===== src/common/trc_defines.svh =====
/*
 * Offsets, field positions and reset values of the repeat and compare block.
 * Assumes it is included by its bare name from the three modules.
 */
// ============================================================
`ifndef TRC_DEFINES_SVH
`define TRC_DEFINES_SVH

// ============================================================
// Register byte addresses
`define TRC_REPEAT_OFFSET 8'h30
`define TRC_CHAN1_OFFSET 8'h34
`define TRC_CHAN2_OFFSET 8'h38
`define TRC_CONTROL_OFFSET 8'h60
`define TRC_STATUS_OFFSET 8'h64

// ============================================================
// Reset values
`define TRC_REPEAT_RESET 8'h00
`define TRC_COMPARE_RESET 16'h0000
`define TRC_READ_ZERO 32'h0000_0000

// ============================================================
// Control register fields
`define TRC_CTRL_PRE1_BIT 0
`define TRC_CTRL_PRE2_BIT 1
`define TRC_CTRL_IN1_BIT 2
`define TRC_CTRL_IN2_BIT 3
`define TRC_CTRL_FORCE_BIT 4

// ============================================================
// Status register fields
`define TRC_STAT_OUT1_BIT 8
`define TRC_STAT_OUT2_BIT 9

`endif


===== src/common/trc_pkg.sv =====
/*
 * Types shared by the repeat and compare block.
 * Assumes the defines header sits on the include path.
 */
// ============================================================
// Package
package trc_pkg;
    // Register port request, one cycle per access
    typedef struct packed {
        logic [7:0] addr;
        logic [31:0] wdata;
        logic wr;
        logic rd;
    } trc_bus_req_type;

    // Per-channel configuration
    typedef struct packed {
        logic preload_en;
        logic input_mode;
    } trc_chan_cfg_type;
endpackage


===== src/logic/trc_top.sv =====
/*
 * Repeat downcounter, update generation and two compare channels.
 * Assumes the counter, its over/underflow pulses and capture pulses
 * come from timer logic on clk_sys, so none of them is synchronised.
 */
`timescale 1ns/1ps
`include "trc_defines.svh"

module trc_top
    import trc_pkg::*;
(
    input wire logic clk_sys, // System clock
    input wire logic rst, // Synchronous reset
    input trc_bus_req_type bus_req, // Register access
    output logic [31:0] rd_data, // Read data, cycle after
    input wire logic [15:0] counter_value, // Timer counter
    input wire logic counter_overflow, // Counter hit top
    input wire logic counter_underflow, // Counter hit bottom
    input wire logic chan1_capture_event, // Channel 1 capture
    input wire logic chan2_capture_event, // Channel 2 capture
    output logic chan1_compare_output, // Channel 1 compare
    output logic chan2_compare_output, // Channel 2 compare
    output logic update_event // Update pulse
);
    // ============================================================
    // Address decode used by every write and the read mux
    function automatic logic addr_hit(input logic [7:0] addr, input logic [7:0] offset);
        addr_hit = (addr == offset);
    endfunction

    // ============================================================
    // Declarations
    logic [7:0] repeat_count_value;
    logic [7:0] repeat_downcounter;
    trc_chan_cfg_type chan1_cfg;
    trc_chan_cfg_type chan2_cfg;
    logic period_tick;
    logic force_update;
    logic update_now;
    logic wr_repeat;
    logic wr_chan1;
    logic wr_chan2;
    logic wr_control;
    logic [15:0] chan1_read;
    logic [15:0] chan2_read;
    logic [31:0] next_rd_data;

    // ============================================================
    // Write decode
    assign wr_repeat = bus_req.wr && addr_hit(bus_req.addr, `TRC_REPEAT_OFFSET);
    assign wr_chan1 = bus_req.wr && addr_hit(bus_req.addr, `TRC_CHAN1_OFFSET);
    assign wr_chan2 = bus_req.wr && addr_hit(bus_req.addr, `TRC_CHAN2_OFFSET);
    assign wr_control = bus_req.wr && addr_hit(bus_req.addr, `TRC_CONTROL_OFFSET);

    // ============================================================
    // Repeat count value register
    always_ff @(posedge clk_sys)
    begin
        if (rst)
            repeat_count_value <= `TRC_REPEAT_RESET;
        else if (wr_repeat)
            repeat_count_value <= bus_req.wdata[7:0];
    end

    // ============================================================
    // Control register: preload enables and channel modes
    always_ff @(posedge clk_sys)
    begin
        if (rst)
        begin
            chan1_cfg <= '0;
            chan2_cfg <= '0;
        end
        else if (wr_control)
        begin
            chan1_cfg.preload_en <= bus_req.wdata[`TRC_CTRL_PRE1_BIT];
            chan2_cfg.preload_en <= bus_req.wdata[`TRC_CTRL_PRE2_BIT];
            chan1_cfg.input_mode <= bus_req.wdata[`TRC_CTRL_IN1_BIT];
            chan2_cfg.input_mode <= bus_req.wdata[`TRC_CTRL_IN2_BIT];
        end
    end

    // Force bit is a write-one pulse; it never stores, so it reads zero
    assign force_update = wr_control && bus_req.wdata[`TRC_CTRL_FORCE_BIT];

    // ============================================================
    // Period tick
    // Edge-aligned counting gives one of the two pulses per full period;
    // center-aligned gives both, one per half period, so the same sum
    // counts whole periods in one case and half periods in the other.
    assign period_tick = counter_overflow || counter_underflow;

    // Update fires when the downcounter is spent, or when forced
    assign update_now = (period_tick && repeat_downcounter == 8'h00) || force_update;

    // ============================================================
    // Repeat downcounter
    // Reload only at update, so a new value waits for the end of the current repeat cycle.
    always_ff @(posedge clk_sys)
    begin
        if (rst)
            repeat_downcounter <= `TRC_REPEAT_RESET;
        else if (update_now)
            repeat_downcounter <= repeat_count_value;
        else if (period_tick)
            repeat_downcounter <= repeat_downcounter - 8'h01;
    end

    // Registered update pulse for the rest of the timer
    always_ff @(posedge clk_sys)
    begin
        if (rst)
            update_event <= 1'b0;
        else
            update_event <= update_now;
    end

    // ============================================================
    // Channels; compare writes use only bits 15:0, upper bits ignored
    trc_channel u_channel_one (
        .clk_sys(clk_sys),
        .rst(rst),
        .cfg(chan1_cfg),
        .write_strobe(wr_chan1),
        .write_value(bus_req.wdata[15:0]),
        .update_now(update_now),
        .capture_event(chan1_capture_event),
        .counter_value(counter_value),
        .read_value(chan1_read),
        .compare_output(chan1_compare_output)
    );

    trc_channel u_channel_two (
        .clk_sys(clk_sys),
        .rst(rst),
        .cfg(chan2_cfg),
        .write_strobe(wr_chan2),
        .write_value(bus_req.wdata[15:0]),
        .update_now(update_now),
        .capture_event(chan2_capture_event),
        .counter_value(counter_value),
        .read_value(chan2_read),
        .compare_output(chan2_compare_output)
    );

    // ============================================================
    // Read mux; unmapped addresses and reserved bits read zero
    always_comb
    begin
        next_rd_data = `TRC_READ_ZERO;
        if (addr_hit(bus_req.addr, `TRC_REPEAT_OFFSET))
            next_rd_data[7:0] = repeat_count_value;
        else if (addr_hit(bus_req.addr, `TRC_CHAN1_OFFSET))
            next_rd_data[15:0] = chan1_read;
        else if (addr_hit(bus_req.addr, `TRC_CHAN2_OFFSET))
            next_rd_data[15:0] = chan2_read;
        else if (addr_hit(bus_req.addr, `TRC_CONTROL_OFFSET))
        begin
            next_rd_data[`TRC_CTRL_PRE1_BIT] = chan1_cfg.preload_en;
            next_rd_data[`TRC_CTRL_PRE2_BIT] = chan2_cfg.preload_en;
            next_rd_data[`TRC_CTRL_IN1_BIT] = chan1_cfg.input_mode;
            next_rd_data[`TRC_CTRL_IN2_BIT] = chan2_cfg.input_mode;
        end
        else if (addr_hit(bus_req.addr, `TRC_STATUS_OFFSET))
        begin
            next_rd_data[7:0] = repeat_downcounter;
            next_rd_data[`TRC_STAT_OUT1_BIT] = chan1_compare_output;
            next_rd_data[`TRC_STAT_OUT2_BIT] = chan2_compare_output;
        end
    end

    // Read data stand only in the cycle after the strobe
    always_ff @(posedge clk_sys)
    begin
        if (rst)
            rd_data <= `TRC_READ_ZERO;
        else if (bus_req.rd)
            rd_data <= next_rd_data;
        else
            rd_data <= `TRC_READ_ZERO;
    end

    // ============================================================
    // Helper logic for the checks: ticks since the last update and
    // the value the downcounter was last loaded with.
    // The counts start only after a first update, since reset leaves
    // the downcounter at zero rather than at a loaded value.
    logic [8:0] chk_ticks;
    logic [7:0] chk_loaded;
    logic chk_armed;

    always_ff @(posedge clk_sys)
    begin
        if (rst)
        begin
            chk_ticks <= 9'h000;
            chk_loaded <= 8'h00;
            chk_armed <= 1'b0;
        end
        else if (update_now)
        begin
            chk_ticks <= 9'h000;
            chk_loaded <= repeat_count_value;
            chk_armed <= 1'b1;
        end
        else if (period_tick)
            chk_ticks <= chk_ticks + 9'h001;
    end

    // Delayed copies for the transfer check below
    logic [15:0] counter_value_d1;
    logic [15:0] chan1_read_d1;
    logic [15:0] chan1_read_d2;

    always_ff @(posedge clk_sys)
    begin
        if (rst)
        begin
            counter_value_d1 <= `TRC_COMPARE_RESET;
            chan1_read_d1 <= `TRC_COMPARE_RESET;
            chan1_read_d2 <= `TRC_COMPARE_RESET;
        end
        else
        begin
            counter_value_d1 <= counter_value;
            chan1_read_d1 <= chan1_read;
            chan1_read_d2 <= chan1_read_d1;
        end
    end
endmodule


===== src/logic/trc_channel.sv =====
/*
 * One capture/compare channel: preload, active value, capture and compare.
 * Assumes write strobes and events are one-cycle pulses on clk_sys.
 */
`timescale 1ns/1ps
`include "trc_defines.svh"

module trc_channel
    import trc_pkg::*;
(
    input wire logic clk_sys, // System clock
    input wire logic rst, // Synchronous reset
    input trc_chan_cfg_type cfg, // Preload and mode
    input wire logic write_strobe, // Register write pulse
    input wire logic [15:0] write_value, // Written compare value
    input wire logic update_now, // Update event pulse
    input wire logic capture_event, // Capture pulse
    input wire logic [15:0] counter_value, // Timer counter
    output logic [15:0] read_value, // Value seen by software
    output logic compare_output // Compare result
);
    logic [15:0] preload;
    logic [15:0] active;

    // ============================================================
    // Preload holds the last software value in output mode
    always_ff @(posedge clk_sys)
    begin
        if (rst)
            preload <= `TRC_COMPARE_RESET;
        else if (write_strobe && !cfg.input_mode)
            preload <= write_value;
    end

    // Active value: capture, direct write, or transfer at update
    always_ff @(posedge clk_sys)
    begin
        if (rst)
            active <= `TRC_COMPARE_RESET;
        else if (cfg.input_mode)
        begin
            if (capture_event)
                active <= counter_value;
        end
        else if (write_strobe && !cfg.preload_en)
            active <= write_value;
        else if (update_now && cfg.preload_en)
            active <= preload;
    end

    // Output high while the counter is below the active value, held low in input mode
    always_ff @(posedge clk_sys)
    begin
        if (rst)
            compare_output <= 1'b0;
        else
            compare_output <= !cfg.input_mode && (counter_value < active);
    end

    // Software sees the capture in input mode, the preload otherwise
    assign read_value = cfg.input_mode ? active : preload;
endmodule


===== config.mk =====
export PLATFORM = sky130hd
export DESIGN_NAME = trc_top
export DESIGN_NICKNAME = d
export VERILOG_FILES = /design/src/common/trc_pkg.sv /design/src/logic/trc_top.sv /design/src/logic/trc_channel.sv
export VERILOG_INCLUDE_DIRS = /design/src /design/src/common
export SDC_FILE = /design/constraint.sdc
export NUM_CORES = 1
export LEC_CHECK = 0
export BUFFER_PORTS_ARGS = -buffer_cell sky130_fd_sc_hd__buf_2
export CAP_MARGIN = 25
export CORE_MARGIN = 5
export CORE_UTILIZATION = 58
export CTS_CLUSTER_DIAMETER = 50
export CTS_CLUSTER_SIZE = 20
export DETAILED_ROUTE_END_ITERATION = 16
export GPL_ROUTABILITY_DRIVEN = 0
export PLACE_DENSITY = 0.92
export SLEW_MARGIN = 0
export SYNTH_ARGS = -nofsm -noshare
export SYNTH_HDL_FRONTEND = slang
export SYNTH_SLANG_ARGS = --single-unit

===== constraint.sdc =====
create_clock -name clk_sys -period 2.5 [get_ports clk_sys]
set_input_delay 0.375 -clock clk_sys [delete_from_list [all_inputs] [get_ports clk_sys]]
set_output_delay 0.375 -clock clk_sys [all_outputs]
set_load 0.02 [all_outputs]

==> results.toml <==
[run_status]
status = "finished clean"

[cells_and_area]
fin_cells = 967
area_delta_synth_final_pct = 9.64
drive_gt1_share_pct = 16.0
n_antenna_cell = 0
fin_nets = 917

[detailed_routing]
ant_nets = 0
dr.pass1.iters = 6
drt-total-wl_um = 19200
first_iter_violations = 1196
routed_via_density = 6.63
wl_per_cell_um = 19.9
drc_errors = 0
route.vias.total = 6411

[power]
p_seq_share_pct = 50.0
p_clk_share_pct = 30.3
irDropWorstVdd_mv = 0.346
power.leakage_nw = 2.83
p_comb_share_pct = 19.7
switchingPower_mw = 1.05
internal_power_mw = 2.46
power.density_nw_per_um2 = 497
swShare_pct = 30.0

[floorplanning]
initial_utilization_pct = 59.2
dieArea_um2 = 13300
fp.dieH_um = 115
die-width_um = 115
num_io_pins = 99
coreArea_um2 = 10900
fp-row-count = 38

[yosys]
synth.distinct_cells = 66
ys_seq_area_share_pct = 32.0
syn_inst = 774
synth-edff-count = 0
synth-async-reset-ratio_pct = 0
syn_avg_cell_area_um2 = 8.33
synth_warnings = 0
ys_ff_latch = 103
synth_flop_cell = "dfxtp_1"
syn-cell-area_um2 = 6450

[worst_setup_path]
criticalPathCategory = "flip-flop to flip-flop"
crit_slowest_cell = "dfxtp_1"
critPathMaxStageDelay_ns = 0.42
critPathLaunchType = "flip-flop"
ff2ff_path_depth = 9
crit_fanout = 20
path_delay_family = "buffers and inverters"
critPathMostFrequentCell = "buf_4"
cp_num_buf_inv = 3
cp.depth = 9
crit_chain = "inv_1 > ha_1 > nor2b_1 > and3_1 > a22oi_1 > buf_4 > buf_4 > nand3_1 > a21oi_1"
endpoint_kind = "flip-flop"
crit_arrival_ns = 2.31
crit_required_ns = 2.81

[timing]
hold_violations = 0
drv_slew = 0
setup_tns_ns = 0
worst_pin_slew_ns = 0.797
fin_crit_ns = 2.00
rsz0062_at_grt = "no"
setup_violations = 0
fmax_ghz = 0.500
finalClockSkew_ns = 0.00968
slew_headroom_pct = 46.9
finalCritPeriodShare_pct = 80.0

[worst_hold_path]
hold_depth = 3
hp-class = "input port to flip-flop"

[clocking]
cts-htree-levels = 3
cts_made_buffers = 9
cts_hold_buf = 0
cts_resized = 0
cts_tree = "built"
postCtsSetupBuffers = 0
root_buffer = "clkbuf_8"
clock_sinks = 103
cts_buffer_depth = 2
clock_latency_ns = 0.38
clk_pin_slew_ns = 0.10

[grt]
grt_max_degree = 51
gr-total-overflow = 0
grt_usage_pct = 29.0
grt_pass1_vias = 5845
grt_pass1_wl_um = 30300
antenna_found_initial = 0

[place]
hpwl_um = 13600
dpl.cell_count = 951
io_buffers = 66

[run]
cap_violations = 0
[kinds of logic after synthesis]
family                     synth area share, %
and+or+nand+nor                           16.1
DFF                                       32.0
xor gates and xnor gates                 0.951
buffers and inverters                     8.87
other                                   0.0582
adders and majority gates                 6.02
muxes                                     12.7
AOI/OAI and AO/OA                         23.3
[flip-flops by register name (all words and copies together) (netlist names)]
name	flops
u_channel_two.compare_output	1
chan1_cfg	2
update_event	1
repeat_count_value	8
u_channel_two.preload	16
repeat_downcounter	8
chan2_cfg	2
rd_data	16
u_channel_one.compare_output	1
u_channel_one.preload	16
u_channel_one.active	16
u_channel_two.active	16
[worst min-delay path: cells and delay by family]
family,cells,cell delay [ns]
and+or+nand+nor,1,0.06
buffers and inverters,1,0.13
AOI/OAI and AO/OA,1,0.05
[cell usage in the layout, fill, tap and decap left out, types with 4 or more instances in the layout]
cell	n
a32oi_1	4
nand3_1	25
ha_1	31
buf_4	31
clkbuf_8	10
o21ai_0	19
dfxtp_1	101
a41oi_1	10
o211ai_1	24
conb_1	16
a21oi_1	68
nor2_1	92
o22a_1	6
o221ai_1	5
a41o_1	6
buf_2	65
o22ai_1	4
mux2i_1	82
nor3_1	4
nand4_1	7
o41ai_1	16
inv_1	50
nor2b_1	7
o31ai_1	10
a221o_1	6
a22oi_1	18
a21o_1	6
xnor2_1	6
nand2_1	42
[per-layer routing]
metal | wire (um) | GRT usage (%) | up-vias
met3 | 1960 | 5.95 | 92
met4 | 922 | 16.0 | 0
met1 | 7590 | 37.4 | 3012
li1 | - | - | 2886
met5 | 0 | 0 | -
met2 | 8760 | 45.3 | 421
[per-stage QoR]
step	instance area, um2	power (mW)	util, %	hold slack (ns)	setup WS (ns)
3_5_place_dp	6880	2.46	63.2	0.461	0.304
4_1_cts	7070	3.49	64.9	0.270	0.523
6_report	7070	3.51	64.9	0.277	0.499
5_1_grt	7070	3.66	64.9	0.278	0.351
2_1_floorplan	6500	2.27	-	0.444	0.660
3_3_place_gp	6880	2.43	63.2	0.452	0.361
[layout make-up]
type | count | area [um2]
multi-input combinational | 561 | 3870
clock inverter | 4 | 45.0
fill | 845 | 3820
sequential | 103 | 2060
clock buffer | 12 | 145
tap | 140 | 175
inverter | 50 | 188
timing repair buffer | 97 | 578
[power groups by stage]
stage                     Clock [mW]  Combinational (mW)  Sequential [mW]
after floorplan                    0               0.492             1.78
after global placement             0               0.646             1.79
after detailed placement           0               0.674             1.79
after CTS                       1.06               0.681             1.75
after global routing            1.14               0.759             1.76
final                           1.06               0.693             1.75
[worst paths after layout]
check                      startpoint                         to  slack (ns)
max             repeat_downcounter[0]   u_channel_one.active[14]        0.50
min                       bus_req[13]  u_channel_two.preload[11]        0.28
max reg2reg     repeat_downcounter[0]   u_channel_one.active[14]        0.50
min reg2reg  u_channel_two.preload[7]   u_channel_two.preload[7]        0.47
[cells in the mapped netlist (2+ instances only)]
library cell,instances,share of area [%]
inv_1,50,2.9
buf_4,17,2.0
nor2_1,92,5.4
mux2i_1,82,13
nor2b_1,7,0.68
o211ai_1,24,2.8
a21oi_1,68,5.3
o41ai_1,16,2.2
o22a_1,6,0.82
a41oi_1,10,1.4
a221o_1,6,0.93
nand2_2,2,0.19
and4_1,2,0.27
clkbuf_1,35,2.0
nand4_1,7,0.68
ha_1,31,6.0
and3_1,3,0.29
buf_6,2,0.35
a22oi_1,18,2.1
o22ai_1,4,0.39
nand4b_1,3,0.41
xnor2_1,6,0.82
a22o_1,2,0.27
nand2_1,42,2.4
nand3_1,25,1.9
dfxtp_1,103,32
a32oi_1,4,0.54
nor4_1,2,0.19
o221ai_1,5,0.68
a21o_1,6,0.70
o31ai_1,10,1.2
a41o_1,6,0.93
o21ai_0,19,1.5
a21oi_2,3,0.41
buf_1,2,0.12
buf_2,19,1.5
nor3_1,4,0.31
nand2b_1,3,0.29
Power figures use the tool's default switching activity.
